File: src/include/flash_prot_pkg.sv
package flash_prot_pkg;

    // ------------------------------------------------------------------
    // Register map, byte addresses on the APB word grid
    // ------------------------------------------------------------------
    localparam logic [7:0] OFF_CTRL = 8'h00;
    localparam logic [7:0] OFF_ADDR = 8'h04;
    localparam logic [7:0] OFF_DATA = 8'h08;
    localparam logic [7:0] OFF_OPT  = 8'h0c;

    localparam logic [7:0] CTRL_RESET = 8'h00;
    localparam logic [7:0] OPT_RESET  = 8'h00;

    // Fields of the control/status register.
    localparam int BIT_PROG    = 0;
    localparam int BIT_SERASE  = 1;
    localparam int BIT_MERASE  = 2;
    localparam int BIT_OPTW    = 3;
    localparam int BIT_BUSY    = 5;
    localparam int BIT_REFUSED = 6;
    localparam int BIT_DONE    = 7;

    // Readout protection bit inside the option byte, high means protected.
    localparam int BIT_RDP = 0;

    // ------------------------------------------------------------------
    // Sector map
    // ------------------------------------------------------------------
    localparam int              NUM_SECTORS  = 3;
    localparam int              SECTOR_BYTES = 4096;
    localparam logic [16:0]     SPACE_TOP    = 17'h10000;
    localparam logic [15:0]     SECT0_BASE   = 16'hf000;
    localparam logic [15:0]     SECT1_BASE   = 16'he000;
    localparam int              FLASH_KB_DEF = 32;

    typedef enum logic [2:0] {
        OP_PROG   = 3'b001,
        OP_SERASE = 3'b010,
        OP_MERASE = 3'b100
    } op_t;

endpackage

File: src/hdl/flash_sector_protection_ctrl.sv
`timescale 1ns/1ns
// Function
// - Sectors 0 and 1 are fixed 4 KB blocks.
// - Sector 0 sits at F000h-FFFFh and holds the vectors.
// - 4 KB has sector 0, 8 KB sectors 0-1, larger sectors 0-2.
// - Erasing one sector leaves every other sector untouched.
// - Programming is per byte; erase per sector or whole array.
// - In application programming refuses sector 0 program and erase.
// - Circuit or tool mode may program or erase all, option byte too.
// - Readout protection blocks external reads and flash writes.
// - Removing protection first erases the whole program memory.
// - Option byte bit turns readout protection on or off.
// - Link clock and data pins are taken from the application when attached.
// - Control/status register runs program/erase and resets to 00h.
module flash_sector_protection_ctrl
    import flash_prot_pkg::*;
#(
    parameter int FLASH_KB = FLASH_KB_DEF
) (
    input  wire logic        I_CLK,
    input  wire logic        I_SYS_RST,
    input  wire logic        i_PSEL,
    input  wire logic        i_PENABLE,
    input  wire logic        i_PWRITE,
    input  wire logic [7:0]  i_PADDR,
    input  wire logic [31:0] i_PWDATA,
    output logic      [31:0] o_PRDATA,
    output logic             o_PREADY,
    output logic             o_PSLVERR,
    input  wire logic        i_INCIRCUIT_COMM_MODE,
    input  wire logic        i_TOOL_MODE,
    input  wire logic        i_TOOL_ATTACHED,
    input  wire logic [7:0]  i_OPTION_BYTE,
    input  wire logic        i_EXT_READ_REQ,
    output logic             o_EXT_READ_OK,
    output logic      [15:0] o_FL_ADDR,
    output logic      [7:0]  o_FL_WDATA,
    output logic             o_FL_PROG,
    output logic             o_FL_ERASE,
    output logic      [2:0]  o_FL_SECT_MASK,
    output logic             o_OPT_WRITE,
    input  wire logic        i_FL_BUSY,
    input  wire logic [1:0]  i_APP_PIN_OUT,
    input  wire logic [1:0]  i_APP_PIN_OE_N,
    output logic      [1:0]  o_APP_PIN_IN,
    input  wire logic [1:0]  i_PIN_IN,
    output logic      [1:0]  o_PIN_OUT,
    output logic      [1:0]  o_PIN_OE_N
);

    // ------------------------------------------------------------------
    // State
    // ------------------------------------------------------------------
    typedef enum logic [4:0] {
        S_IDLE  = 5'b00001,
        S_ISSUE = 5'b00010,
        S_ARM   = 5'b00100,
        S_WAIT  = 5'b01000,
        S_OPT   = 5'b10000
    } fsm_t;

    typedef struct packed {
        fsm_t        fsm;
        logic [15:0] addr;
        logic [7:0]  data;
        logic [7:0]  option;
        logic [7:0]  opt_pend;
        logic        opt_after;
        logic        opt_loaded;
        logic        refused;
        logic        done;
        op_t         op;
        logic [2:0]  mask;
        logic [31:0] prdata;
        logic        slverr;
        logic        fl_prog;
        logic        fl_erase;
        logic        opt_we;
        logic        read_ok;
        logic [1:0]  app_in;
        logic [1:0]  pin_out;
        logic [1:0]  pin_oe_n;
    } state_t;

    state_t cur;
    state_t next_cur;

    logic       prog_mode;
    logic       rdp;
    logic [2:0] addr_mask;
    logic       addr_in;
    logic       allowed;
    op_t        req_op;
    logic       wr_acc;
    logic       rd_setup;
    logic       mapped;
    logic [1:0] pin_out_d;
    logic [1:0] pin_oe_n_d;
    logic [1:0] app_in_d;
    logic [2:0] all_mask;

    assign prog_mode = i_INCIRCUIT_COMM_MODE | i_TOOL_MODE;
    assign rdp = cur.option[BIT_RDP];

    assign all_mask = (FLASH_KB <= 4) ? 3'b001 :
                      (FLASH_KB <= 8) ? 3'b011 : 3'b111;

    // ------------------------------------------------------------------
    // Sector lookup and permission
    // ------------------------------------------------------------------
    // fixed sector decode
    sector_decode #(
        .FLASH_KB    (FLASH_KB)
    ) u_decode (
        .i_addr      (cur.addr),
        .o_sect_mask (addr_mask),
        .o_in_array  (addr_in)
    );

    always_comb begin
        if (i_PWDATA[BIT_MERASE]) begin
            req_op = OP_MERASE;
        end else if (i_PWDATA[BIT_SERASE]) begin
            req_op = OP_SERASE;
        end else begin
            req_op = OP_PROG;
        end
    end

    op_permit u_permit (
        .i_prog_mode (prog_mode),
        .i_rdp       (rdp),
        .i_op        (req_op),
        .i_sect_mask (addr_mask),
        .i_in_array  (addr_in),
        .o_allowed   (allowed)
    );

    // ------------------------------------------------------------------
    // Link pins
    // ------------------------------------------------------------------
    // The tool drives these pins through its own port; the application
    // only loses them, so its inputs see zero rather than tool traffic.
    generate
        for (genvar p = 0; p < 2; p++) begin : g_pin
            assign pin_oe_n_d[p] = i_TOOL_ATTACHED | i_APP_PIN_OE_N[p];
            assign pin_out_d[p]  = i_TOOL_ATTACHED ? 1'b0
                                                   : i_APP_PIN_OUT[p];
            assign app_in_d[p]   = i_TOOL_ATTACHED ? 1'b0 : i_PIN_IN[p];
        end
    endgenerate

    // ------------------------------------------------------------------
    // Next state
    // ------------------------------------------------------------------
    assign wr_acc   = i_PSEL & i_PENABLE & i_PWRITE;
    assign rd_setup = i_PSEL & ~i_PENABLE;
    assign mapped   = (i_PADDR == OFF_CTRL) | (i_PADDR == OFF_ADDR) |
                      (i_PADDR == OFF_DATA) | (i_PADDR == OFF_OPT);

    always_comb begin
        next_cur          = cur;
        next_cur.fl_prog  = 1'b0;
        next_cur.fl_erase = 1'b0;
        next_cur.opt_we   = 1'b0;
        next_cur.pin_out  = pin_out_d;
        next_cur.pin_oe_n = pin_oe_n_d;
        next_cur.app_in   = app_in_d;
        next_cur.read_ok  = i_EXT_READ_REQ & ~rdp;

        // Option byte is caught once, on the first edge after reset.
        if (!cur.opt_loaded) begin
            next_cur.option     = i_OPTION_BYTE;
            next_cur.opt_loaded = 1'b1;
        end

        // Read data is captured in the setup cycle so it leaves a flop.
        if (rd_setup) begin
            next_cur.slverr = ~mapped;
            case (i_PADDR)
                OFF_CTRL: begin
                    next_cur.prdata = 32'h0;
                    next_cur.prdata[BIT_BUSY]    = cur.fsm != S_IDLE;
                    next_cur.prdata[BIT_REFUSED] = cur.refused;
                    next_cur.prdata[BIT_DONE]    = cur.done;
                end
                OFF_ADDR: next_cur.prdata = {16'h0, cur.addr};
                OFF_DATA: next_cur.prdata = {24'h0, cur.data};
                OFF_OPT:  next_cur.prdata = {24'h0, cur.option};
                default:  next_cur.prdata = 32'h0;
            endcase
        end

        // Status flags clear by writing one; a new event wins below.
        if (wr_acc && i_PADDR == OFF_CTRL) begin
            if (i_PWDATA[BIT_REFUSED]) begin
                next_cur.refused = 1'b0;
            end
            if (i_PWDATA[BIT_DONE]) begin
                next_cur.done = 1'b0;
            end
        end

        // Target and data are frozen while an operation runs.
        if (wr_acc && cur.fsm == S_IDLE) begin
            if (i_PADDR == OFF_ADDR) begin
                next_cur.addr = i_PWDATA[15:0];
            end
            if (i_PADDR == OFF_DATA) begin
                next_cur.data = i_PWDATA[7:0];
            end
        end

        case (cur.fsm)
            S_IDLE: begin
                if (wr_acc && i_PADDR == OFF_CTRL) begin
                    if (i_PWDATA[BIT_OPTW]) begin
                        if (!prog_mode) begin
                            next_cur.refused = 1'b1;
                        end else begin
                            next_cur.opt_pend = i_PWDATA[7:0];
                            if (rdp && !i_PWDATA[BIT_RDP]) begin
                                next_cur.op        = OP_MERASE;
                                next_cur.mask      = all_mask;
                                next_cur.opt_after = 1'b1;
                                next_cur.fsm       = S_ISSUE;
                            end else begin
                                next_cur.fsm = S_OPT;
                            end
                        end
                    end else if (|i_PWDATA[BIT_MERASE:BIT_PROG]) begin
                        if (!allowed) begin
                            next_cur.refused = 1'b1;
                        end else begin
                            next_cur.op  = req_op;
                            next_cur.mask = (req_op == OP_MERASE) ?
                                            all_mask : addr_mask;
                            next_cur.fsm = S_ISSUE;
                        end
                    end
                end
            end
            S_ISSUE: begin
                next_cur.fl_prog  = cur.op == OP_PROG;
                next_cur.fl_erase = cur.op != OP_PROG;
                next_cur.fsm      = S_ARM;
            end
            S_ARM: begin
                next_cur.fsm = S_WAIT;
            end
            S_WAIT: begin
                if (!i_FL_BUSY) begin
                    if (cur.opt_after) begin
                        next_cur.opt_after = 1'b0;
                        next_cur.fsm       = S_OPT;
                    end else begin
                        next_cur.done = 1'b1;
                        next_cur.fsm  = S_IDLE;
                    end
                end
            end
            S_OPT: begin
                next_cur.opt_we = 1'b1;
                next_cur.option = cur.opt_pend;
                next_cur.done   = 1'b1;
                next_cur.fsm    = S_IDLE;
            end
            default: begin
                next_cur.fsm = S_IDLE;
            end
        endcase

        // Requests that arrive while busy are refused, never queued.
        if (wr_acc && i_PADDR == OFF_CTRL && cur.fsm != S_IDLE &&
            |i_PWDATA[BIT_OPTW:BIT_PROG]) begin
            next_cur.refused = 1'b1;
        end
    end

    // ------------------------------------------------------------------
    // Registers
    // ------------------------------------------------------------------
    always_ff @(posedge I_CLK) begin
        if (I_SYS_RST) begin
            cur            <= '0;
            cur.fsm        <= S_IDLE;
            cur.op         <= OP_PROG;
            cur.option     <= OPT_RESET;
            cur.pin_oe_n   <= 2'b11;
        end else begin
            cur <= next_cur;
        end
    end

    // ------------------------------------------------------------------
    // Outputs
    // ------------------------------------------------------------------
    // Zero wait states: data was prepared during the setup cycle.
    assign o_PREADY       = 1'b1;
    assign o_PRDATA       = cur.prdata;
    assign o_PSLVERR      = i_PSEL & i_PENABLE & cur.slverr;
    assign o_EXT_READ_OK  = cur.read_ok;
    assign o_FL_ADDR      = cur.addr;
    assign o_FL_WDATA     = cur.data;
    assign o_FL_PROG      = cur.fl_prog;
    assign o_FL_ERASE     = cur.fl_erase;
    assign o_FL_SECT_MASK = cur.mask;
    assign o_OPT_WRITE    = cur.opt_we;
    assign o_APP_PIN_IN   = cur.app_in;
    assign o_PIN_OUT      = cur.pin_out;
    assign o_PIN_OE_N     = cur.pin_oe_n;

endmodule

File: src/hdl/sector_decode.sv
`timescale 1ns/1ns
module sector_decode
    import flash_prot_pkg::*;
#(
    parameter int FLASH_KB = FLASH_KB_DEF
) (
    input  wire logic [15:0] i_addr,
    output logic      [2:0]  o_sect_mask,
    output logic             o_in_array
);
    localparam logic [16:0] BASE =
        17'(SPACE_TOP - 17'(FLASH_KB * 1024));

    // Sector 2 takes whatever lies below the two fixed 4 KB sectors.
    always_comb begin
        o_in_array = {1'b0, i_addr} >= BASE;
        if (i_addr >= SECT0_BASE) begin
            o_sect_mask = 3'b001;
        end else if (i_addr >= SECT1_BASE) begin
            o_sect_mask = 3'b010;
        end else begin
            o_sect_mask = 3'b100;
        end
    end
endmodule

File: src/hdl/op_permit.sv
`timescale 1ns/1ns
module op_permit
    import flash_prot_pkg::*;
(
    input  wire logic       i_prog_mode,
    input  wire logic       i_rdp,
    input  wire op_t        i_op,
    input  wire logic [2:0] i_sect_mask,
    input  wire logic       i_in_array,
    output logic            o_allowed
);
    always_comb begin
        o_allowed = 1'b1;
        if (i_rdp) begin
            o_allowed = 1'b0;
        end
        if (!i_prog_mode && i_op != OP_MERASE && i_sect_mask[0]) begin
            o_allowed = 1'b0;
        end
        if (!i_prog_mode && i_op == OP_MERASE) begin
            o_allowed = 1'b0;
        end
        if (i_op != OP_MERASE && !i_in_array) begin
            o_allowed = 1'b0;
        end
    end
endmodule

File: config.mk
export PLATFORM = sky130hd
export DESIGN_NAME = flash_sector_protection_ctrl
export DESIGN_NICKNAME = d
export VERILOG_FILES = /design/src/include/flash_prot_pkg.sv /design/src/hdl/flash_sector_protection_ctrl.sv /design/src/hdl/sector_decode.sv /design/src/hdl/op_permit.sv
export SDC_FILE = /design/constraint.sdc
export NUM_CORES = 1
export LEC_CHECK = 0
export BUFFER_PORTS_ARGS = -buffer_cell sky130_fd_sc_hd__buf_2
export CAP_MARGIN = 30
export CELL_PAD_IN_SITES_DETAIL_PLACEMENT = 0
export CELL_PAD_IN_SITES_GLOBAL_PLACEMENT = 1
export CORE_ASPECT_RATIO = 1.2
export CORE_MARGIN = 2
export CORE_UTILIZATION = 33
export CTS_CLUSTER_SIZE = 25
export DETAILED_ROUTE_END_ITERATION = 10
export GPL_ROUTABILITY_DRIVEN = 0
export GPL_TIMING_DRIVEN = 0
export PLACE_DENSITY = 0.82
export SLEW_MARGIN = 15
export SYNTH_ARGS = -nofsm -noshare
export SYNTH_HDL_FRONTEND = slang
export SYNTH_SLANG_ARGS = --single-unit
export TNS_END_PERCENT = 10
File: constraint.sdc
create_clock -name I_CLK -period 1.6 [get_ports I_CLK]
set_input_delay 0 -clock I_CLK [delete_from_list [all_inputs] [get_ports I_CLK]]
set_output_delay 0 -clock I_CLK [all_outputs]
set_load 0.005 [all_outputs]
==> PnR_summary.wiki, run 1 <==
{| class="wikitable"
! Metric !! Value
|-
| Number of enable flip-flop cells after synthesis || 0
|-
| # Max-Cap Violations || 0
|-
| Post-synthesis to final-layout area growth || 37.13%
|-
| Biggest area consumer among synthesized cells || sky130_fd_sc_hd__dfxtp_1
|-
| Status || complete, but fails checks
|-
| Initial cell density of the core || 33.74%
|-
| Cell with the largest stage delay on the worst path || sky130_fd_sc_hd__or4b_4
|-
| Die height || 123.1 um
|-
| Count of synthesis-stage warnings from yosys || 0
|-
| Core occupancy in the finished layout || 46.26%
|-
| Maximum fanout count along the critical path || 8
|-
| Clock transition time at the flip-flop clock pins of the worst setup and hold paths || 60 ps
|-
| Clock power frac || 45.9%
|-
| Area of the core region || 11570 um^2
|-
| Slew at the pin with the worst max-slew slack || 736.3 ps
|-
| RSZ-0062 raised after global routing || yes
|-
| Global-route wire length before repair || 16190 um
|-
| Synth Flop Type || sky130_fd_sc_hd__dfxtp_1
|-
| Die span in x || 103.3 um
|-
| DRT Pass-1 Iters || 5
|-
| Total clock sinks || 82
|-
| Setup slack of the critical path after layout || -291.5 ps
|-
| Max frequency || 0.5287 GHz
|-
| Hold path startpoint || i_OPTION_BYTE[3]
|-
| Final setup violation count || 39
|-
| Vias after detailed routing || 3457
|-
| Combinational group share of total power || 8.3%
|-
| CTS HTree Levels || 3
|-
| Final worst path period share || 118.2%
|-
| Routed Wire Length || 10680 um
|-
| Proportion of layout cells with a drive suffix above 1 || 38.32%
|-
| Area used by multi-input combinational logic || 1720 um^2
|-
| Fillcell total || 1142
|-
| HPWL after detailed placement || 7554 um
|-
| Sum Neg Setup Slack || -6116 ps
|-
| Total power after layout || 4.511 mW
|-
| Startpoint of the most critical register-to-register path || cur[96]
|-
| Clock buffers created by TritonCTS || 9
|-
| Worst clock skew || 7.339 ps
|-
| Overall die area || 12720 um^2
|-
| Required @ worst endpoint || 1810 ps
|-
| R2R setup slack || -290 ps
|-
| Relative slew margins || 50.46%
|-
| Seq/Total Area, Yosys || 42.06%
|-
| CTS max path bufs || 2
|-
| Final Hold Fails || 0
|-
| Top delay family on crit path || simple AND/OR/NAND/NOR gates
|-
| Leading post-synthesis cells by cell area || sky130_fd_sc_hd__dfxtp_1 42%, sky130_fd_sc_hd__buf_4 13%, sky130_fd_sc_hd__mux2i_1 6.2%
|-
| CTS tree || built
|-
| Net switching power figure || 1.027 mW
|-
| Post-synthesis instance area || 3902 um^2
|-
| Number of top-level pins || 135
|-
| Worst Setup End Kind || flop
|-
| Antenna-violating nets left || 0
|-
| Clock period minus worst slack || 1892 ps
|-
| # nets final || 655
|-
| Placement Cell Area || 4659 um^2
|-
| Post-synthesis instance total || 430
|-
| Ant diodes || 0
|-
| Remaining global-route overflow || 0
|-
| Drt initial violations || 151
|-
| Avg Cell Area, Syn || 9.076 um^2
|-
| Crit path launch type || flop
|-
| Total of buffers placed on input and output ports || 100
|-
| Critical-path cell list || nor4b_4 -> nand4_4 -> or4b_4 -> mux2i_1 -> nor2_1
|-
| CP max stage delay || 640 ps
|-
| Pin count of the biggest net entering global routing || 14
|-
| Kind of critical path || flop to flop
|-
| Worst-case hold path end point || cur[64]
|-
| Worst r2r dst || o_FL_WDATA[5]
|-
| FF+latch area || 1658 um^2
|-
| Hold depth || 3
|-
| Via count of the first global-routing pass || 3268
|-
| Sequential Power Share || 45.9%
|-
| Pwr dens || 842.9 nW/um^2
|-
| Most common cell after layout, fill and taps aside || sky130_fd_sc_hd__buf_2
|-
| Hold WS || 9.991 ps
|-
| Number of antenna violations at the first check in global routing || 0
|-
| Count of pins over their slew limit || 0
|-
| Root buffer cell || sky130_fd_sc_hd__clkbuf_16
|-
| Worst skew pair latency || 340 ps
|-
| Finished Cell Area || 5351 um^2
|-
| Fraction of synthesis flops using an asynchronous set or reset pin || 0%
|-
| Average vias per placed instance || 4.597
|-
| DRC violations left || 0
|-
| Cell depth of the worst flop-to-flop path || 5
|-
| Static leakage || 2.474 nW
|-
| Number of placement rows || 43
|-
| Detail-routed net length per standard cell || 14.20 um
|-
| Data arrival time of the worst path || 2100 ps
|-
| Distinct cells, synth || 51
|-
| Worst Hold Class || primary input to flop
|-
| Total buffers and inverters traversed by the critical path || 0
|-
| Global-route total usage across every layer || 16.66%
|-
| Share of the synthesized area in the top cell type || 42.06%
|-
| Highest-count cells in the layout ignoring fill and taps || 102 x sky130_fd_sc_hd__buf_2, 77 x sky130_fd_sc_hd__buf_4, 77 x sky130_fd_sc_hd__dfxtp_1, 53 x sky130_fd_sc_hd__nor2_1, 39 x sky130_fd_sc_hd__nand2_1
|-
| Internal || 3.484 mW
|-
| Violated checks || setup timing
|-
| Peak supply drop || 0.6014 mV
|-
| Number of flip-flops and latches in the synthesized netlist || 82
|-
| Switching Fraction || 22.77%
|}
metal layers:
metal	track usage [%]	vias up	share of wire, %
li1	-	1727	-
met1	21.18	1587	44
met2	28.65	130	48
met3	2.600	13	6.8
met4	5.428	0	1.4
met5	0	-	0
how the worst max path moves through the flow:
stage,startpoint,to,slack [ps],cells past startpoint
floorplan,cur[95],o_FL_WDATA[0],-170,6
global placement,cur[95],o_FL_ADDR[10],-390,6
detailed placement,cur[95],o_FL_ADDR[14],-430,6
CTS,cur[94],o_FL_WDATA[5],-310,5
global route,cur[96],o_FL_WDATA[3],-350,5
finish,cur[96],o_FL_WDATA[5],-290,5
power by group through the flow:
| stage | clock (mW) | combinational, mW | sequential (mW) |
|---|---|---|---|
| after floorplan | 0 | 0.179 | 2.12 |
| after global placement | 0 | 0.306 | 2.12 |
| after detailed placement | 0 | 0.311 | 2.12 |
| after CTS | 2.10 | 0.369 | 2.07 |
| after global routing | 2.16 | 0.409 | 2.07 |
| final | 2.07 | 0.373 | 2.07 |
area by class of cell:
type,count,share of cell area (%)
Multi-Input combinational cell,272,32.15
Clock buffer,10,4.466
Clock inverter,5,1.029
Inverter,4,0.2806
Timing Repair Buffer,137,16.04
Tap cell,157,3.671
Sequential cell,82,30.98
Buffer,85,11.39
through the flow:
| stage | cells | setup WS (ps) |
|---|---|---|
| after global placement | 702 | -385.1 |
| after floorplan | 445 | -166.2 |
| after CTS | 749 | -307.9 |
| final | 752 | -291.5 |
| after global routing | 752 | -349.4 |
| after detailed placement | 702 | -430.7 |
Yosys cell counts (3+ instances only):
library cell,instances
sky130_fd_sc_hd__o21ai_0,7
sky130_fd_sc_hd__clkbuf_1,12
sky130_fd_sc_hd__nand2b_1,3
sky130_fd_sc_hd__a22oi_1,16
sky130_fd_sc_hd__a211oi_1,10
sky130_fd_sc_hd__dfxtp_1,82
sky130_fd_sc_hd__nor3b_1,3
sky130_fd_sc_hd__buf_6,3
sky130_fd_sc_hd__and2_1,7
sky130_fd_sc_hd__a311oi_1,3
sky130_fd_sc_hd__buf_2,3
sky130_fd_sc_hd__a22o_1,5
sky130_fd_sc_hd__buf_4,66
sky130_fd_sc_hd__nor3_1,5
sky130_fd_sc_hd__a21oi_1,24
sky130_fd_sc_hd__nand3_1,4
sky130_fd_sc_hd__inv_1,4
sky130_fd_sc_hd__nand2_1,40
sky130_fd_sc_hd__mux2_2,5
sky130_fd_sc_hd__or3_1,4
sky130_fd_sc_hd__nor2_1,55
sky130_fd_sc_hd__mux2i_1,24
sky130_fd_sc_hd__and3_1,4
sky130_fd_sc_hd__nor2b_1,4
sky130_fd_sc_hd__nand4_1,3
tightest hold or removal path, cell delays in order:
cell,delay [ps]
sky130_fd_sc_hd__buf_2,100
sky130_fd_sc_hd__mux2i_1,110
sky130_fd_sc_hd__a211oi_1,90
timing repair:
| action | in CTS | in global routing |
|---|---|---|
| endpoints found under the setup margin | 44 | 53 |
| resized for setup | 16 | 8 |
| hold buffers | 27 | 0 |
| pin swaps | 5 | 5 |
| buffers inserted | 7 | 3 |
| hold endpoints to repair | 35 | 0 |
flip-flops by register name (all words and copies together), names as in the netlist:
register,cells
o_OPT_WRITE,1
o_APP_PIN_IN,2
o_EXT_READ_OK,1
cur,29
o_FL_PROG,1
o_FL_WDATA,8
o_PIN_OE_N,2
o_FL_SECT_MASK,3
o_FL_ADDR,16
o_FL_ERASE,1
o_PIN_OUT,2
o_PRDATA,16
kinds of logic after synthesis:
group / Yosys count / synth area share (%)
buffers and inverters: 91 / 16.22
xor gates and xnor gates: 1 / 0.2245
other: 2 / 0.1924
DFF: 82 / 42.06
muxes: 31 / 8.753
AOI/OAI and AO/OA: 75 / 12.82
and+or+nand+nor: 148 / 19.72
No activity file was read; power rests on OpenSTA's default activity.
==> run 2, diff against run 1 <==
--- a/config.mk
+++ b/config.mk
@@ -11,12 +11,12 @@
 export CELL_PAD_IN_SITES_GLOBAL_PLACEMENT = 1
 export CORE_ASPECT_RATIO = 1.2
 export CORE_MARGIN = 2
-export CORE_UTILIZATION = 33
+export CORE_UTILIZATION = 40
 export CTS_CLUSTER_SIZE = 25
 export DETAILED_ROUTE_END_ITERATION = 10
 export GPL_ROUTABILITY_DRIVEN = 0
 export GPL_TIMING_DRIVEN = 0
-export PLACE_DENSITY = 0.82
+export PLACE_DENSITY = 0.92
 export SLEW_MARGIN = 15
 export SYNTH_ARGS = -nofsm -noshare
 export SYNTH_HDL_FRONTEND = slang
==> constraint.sdc (replaced) <==
create_clock -name I_CLK -period 2.45 [get_ports I_CLK]
set_input_delay 0 -clock I_CLK [delete_from_list [all_inputs] [get_ports I_CLK]]
set_output_delay 0 -clock I_CLK [all_outputs]
set_load 0.005 [all_outputs]
==> PnR_summary.wiki, run 2 (same netlist as run 1, synthesis figures left out) <==
{| class="wikitable"
! Metric !! Value
|-
| Status || completed
|-
| Die height || 112.2 um (-8.9%)
|-
| Max frequency || 0.4799 GHz
|-
| Crit path launch type || primary input
|-
| Sum Neg Setup Slack || 0 ps (+6116 ps)
|-
| Hold depth || 3 (unchanged)
|-
| Data arrival time of the worst path || 2270 ps (+170 ps)
|-
| Ant diodes || 0 (unchanged)
|-
| Final setup violation count || 0 (-100%)
|-
| Via count of the first global-routing pass || 3314 (+1.4%)
|-
| Clock buffers created by TritonCTS || 9 (unchanged)
|-
| Flip-flop count of the largest register after layout || 29 (unchanged)
|-
| Total buffers and inverters traversed by the critical path || 2 (+2)
|-
| Top delay family on crit path || simple AND/OR/NAND/NOR gates
|-
| Required @ worst endpoint || 2640 ps (+830 ps)
|-
| Slew at the pin with the worst max-slew slack || 785.7 ps (+49.36 ps)
|-
| Cell depth of the worst flop-to-flop path || 6 (+1)
|-
| # nets final || 646 (-1.4%)
|-
| Maximum fanout count along the critical path || 7 (-1)
|-
| DRC violations left || 0 (unchanged)
|-
| DRT Pass-1 Iters || 4 (-1)
|-
| Detail-routed net length per standard cell || 14.08 um (-0.86%)
|-
| Initial cell density of the core || 41.01% (+7.3 points)
|-
| Area of the core region || 9515 um^2 (-18%)
|-
| Clock period minus worst slack || 2084 ps
|-
| Average vias per placed instance || 4.782 (+4.0%)
|-
| RSZ-0062 raised after global routing || no
|-
| # Max-Cap Violations || 0 (unchanged)
|-
| Number of placement rows || 39 (-9.3%)
|-
| Count of pins over their slew limit || 0 (unchanged)
|-
| Worst skew pair latency || 330 ps (about the same)
|-
| Final Hold Fails || 0 (unchanged)
|-
| Number of top-level pins || 135 (unchanged)
|-
| Total of buffers placed on input and output ports || 100 (unchanged)
|-
| Most common cell after layout, fill and taps aside || sky130_fd_sc_hd__buf_2
|-
| Proportion of layout cells with a drive suffix above 1 || 35.26% (-3.1 points)
|-
| Drt initial violations || 201 (+33%)
|-
| Worst Setup End Kind || flop
|-
| Relative slew margins || 47.14% (-3.3 points)
|-
| Global-route total usage across every layer || 19.46% (+2.8 points)
|-
| Hold WS || 9.185 ps (-0.8060 ps)
|-
| Hold buffer count at cts || 26 (-3.7%)
|-
| Post-synthesis to final-layout area growth || 33.54%
|-
| CP max stage delay || 630 ps (about the same)
|-
| Total clock sinks || 82 (unchanged)
|-
| Number of gates resized after CTS || 0 (-16)
|-
| Critical-path cell list || dlygate4sd3_1 -> buf_2 -> nor2_1 -> a211oi_1 -> or4_1 -> nor2_2 -> a311oi_1
|-
| Buffer count from post-CTS setup fixing || 0 (-7)
|-
| Routed Wire Length || 9995 um (-6.4%)
|-
| Highest-count cells in the layout ignoring fill and taps || 103 x sky130_fd_sc_hd__buf_2, 82 x sky130_fd_sc_hd__dfxtp_1, 66 x sky130_fd_sc_hd__buf_4, 55 x sky130_fd_sc_hd__nor2_1, 40 x sky130_fd_sc_hd__nand2_1
|-
| Number of antenna violations at the first check in global routing || 0 (unchanged)
|-
| CTS max path bufs || 2 (unchanged)
|-
| Global-route wire length before repair || 15950 um (-1.5%)
|-
| Kind of critical path || primary input to flop
|-
| CTS tree || built
|-
| Die span in x || 94.17 um (-8.8%)
|-
| HPWL after detailed placement || 7430 um (-1.6%)
|-
| Core occupancy in the finished layout || 54.77% (+8.5 points)
|-
| Root buffer cell || sky130_fd_sc_hd__clkbuf_16
|-
| CTS HTree Levels || 3 (unchanged)
|-
| Cell with the largest stage delay on the worst path || sky130_fd_sc_hd__or4_1
|-
| Pin count of the biggest net entering global routing || 15 (+1)
|-
| CP Depth || 7 (+2)
|-
| Fillcell total || 886 (-22%)
|-
| Worst Hold Class || primary input to flop
|-
| Pwr dens || 592.2 nW/um^2 (-30%)
|-
| Static leakage || 2.438 nW (-1.5%)
|-
| Number of placed instances with taps included || 668 (-4.8%)
|-
| Post-layout instance count excluding filler cells || 710 (-5.6%)
|-
| Worst clock skew || 7.253 ps (-0.08659 ps)
|-
| Clock transition time at the flip-flop clock pins of the worst setup and hold paths || 60 ps (about the same)
|-
| Final worst path period share || 85.05%
|-
| Antenna-violating nets left || 0 (unchanged)
|-
| Vias after detailed routing || 3395 (-1.8%)
|-
| Overall die area || 10570 um^2 (-17%)
|-
| Remaining global-route overflow || 0 (unchanged)
|-
| Peak supply drop || 0.3308 mV (-45%)
|-
| Top register by number of flip-flops || cur
|}
[run 2: changes by cell type in the layout (fill, tap and decap cells not counted), sizes merged]
cell	change
buf	-11
clkbuf	+4
bufinv	+1
clkinv	-1
clkinvlp	-1
dlygate4sd3	-1
inv	+1
[run 2: worst min-delay path, stage by stage]
cell and delay (ps):
sky130_fd_sc_hd__buf_2 100, sky130_fd_sc_hd__mux2i_1 120, sky130_fd_sc_hd__a211oi_1 80
[run 2: power by group]
group          switching, mW  internal (mW)
registers            0.00761           1.35
clock network          0.542          0.953
logic                  0.115          0.120
total                  0.665           2.42
[run 2: layout make-up]
cell class,count,area (um^2),share of cell area (%)
plain buffers,87,618.1,11.86
clock buffers,11,252.7,4.850
clock inverters,5,85.08,1.633
inverters,4,15.01,0.2881
multi-input cells,272,1684,32.32
flip-flops and latches,82,1642,31.50
well taps,123,153.9,2.953
repair buffers,126,760.7,14.60
[run 2: final timing paths]
check	start	endpoint	slack, ps
setup / recovery	i_PWDATA[2]	o_FL_SECT_MASK[0]	370
hold reg to reg	o_FL_ADDR[8]	o_FL_ADDR[8]	480
setup reg to reg	cur[96]	o_FL_ADDR[14]	420
hold / removal	i_OPTION_BYTE[5]	cur[66]	9
[run 2: routing by layer]
| layer | GRT usage, % | up-vias | part of all wire, % |
|---|---|---|---|
| met2 | 33.14 | 104 | 51 |
| li1 | - | 1706 | - |
| met1 | 22.88 | 1565 | 40 |
| met4 | 10.14 | 0 | 3.1 |
| met3 | 3.893 | 20 | 5.3 |
| met5 | 0 | - | 0 |
[run 2: metrics by stage]
stage	setup WS [ps]	cell area, um^2	power, mW
after floorplan	654.2	3959	1.500
after global placement	476.7	4613	1.584
after detailed placement	413.5	4613	1.587
after CTS	374.3	5211	3.112
after global routing	220.2	5211	3.176
final	366.4	5211	3.086
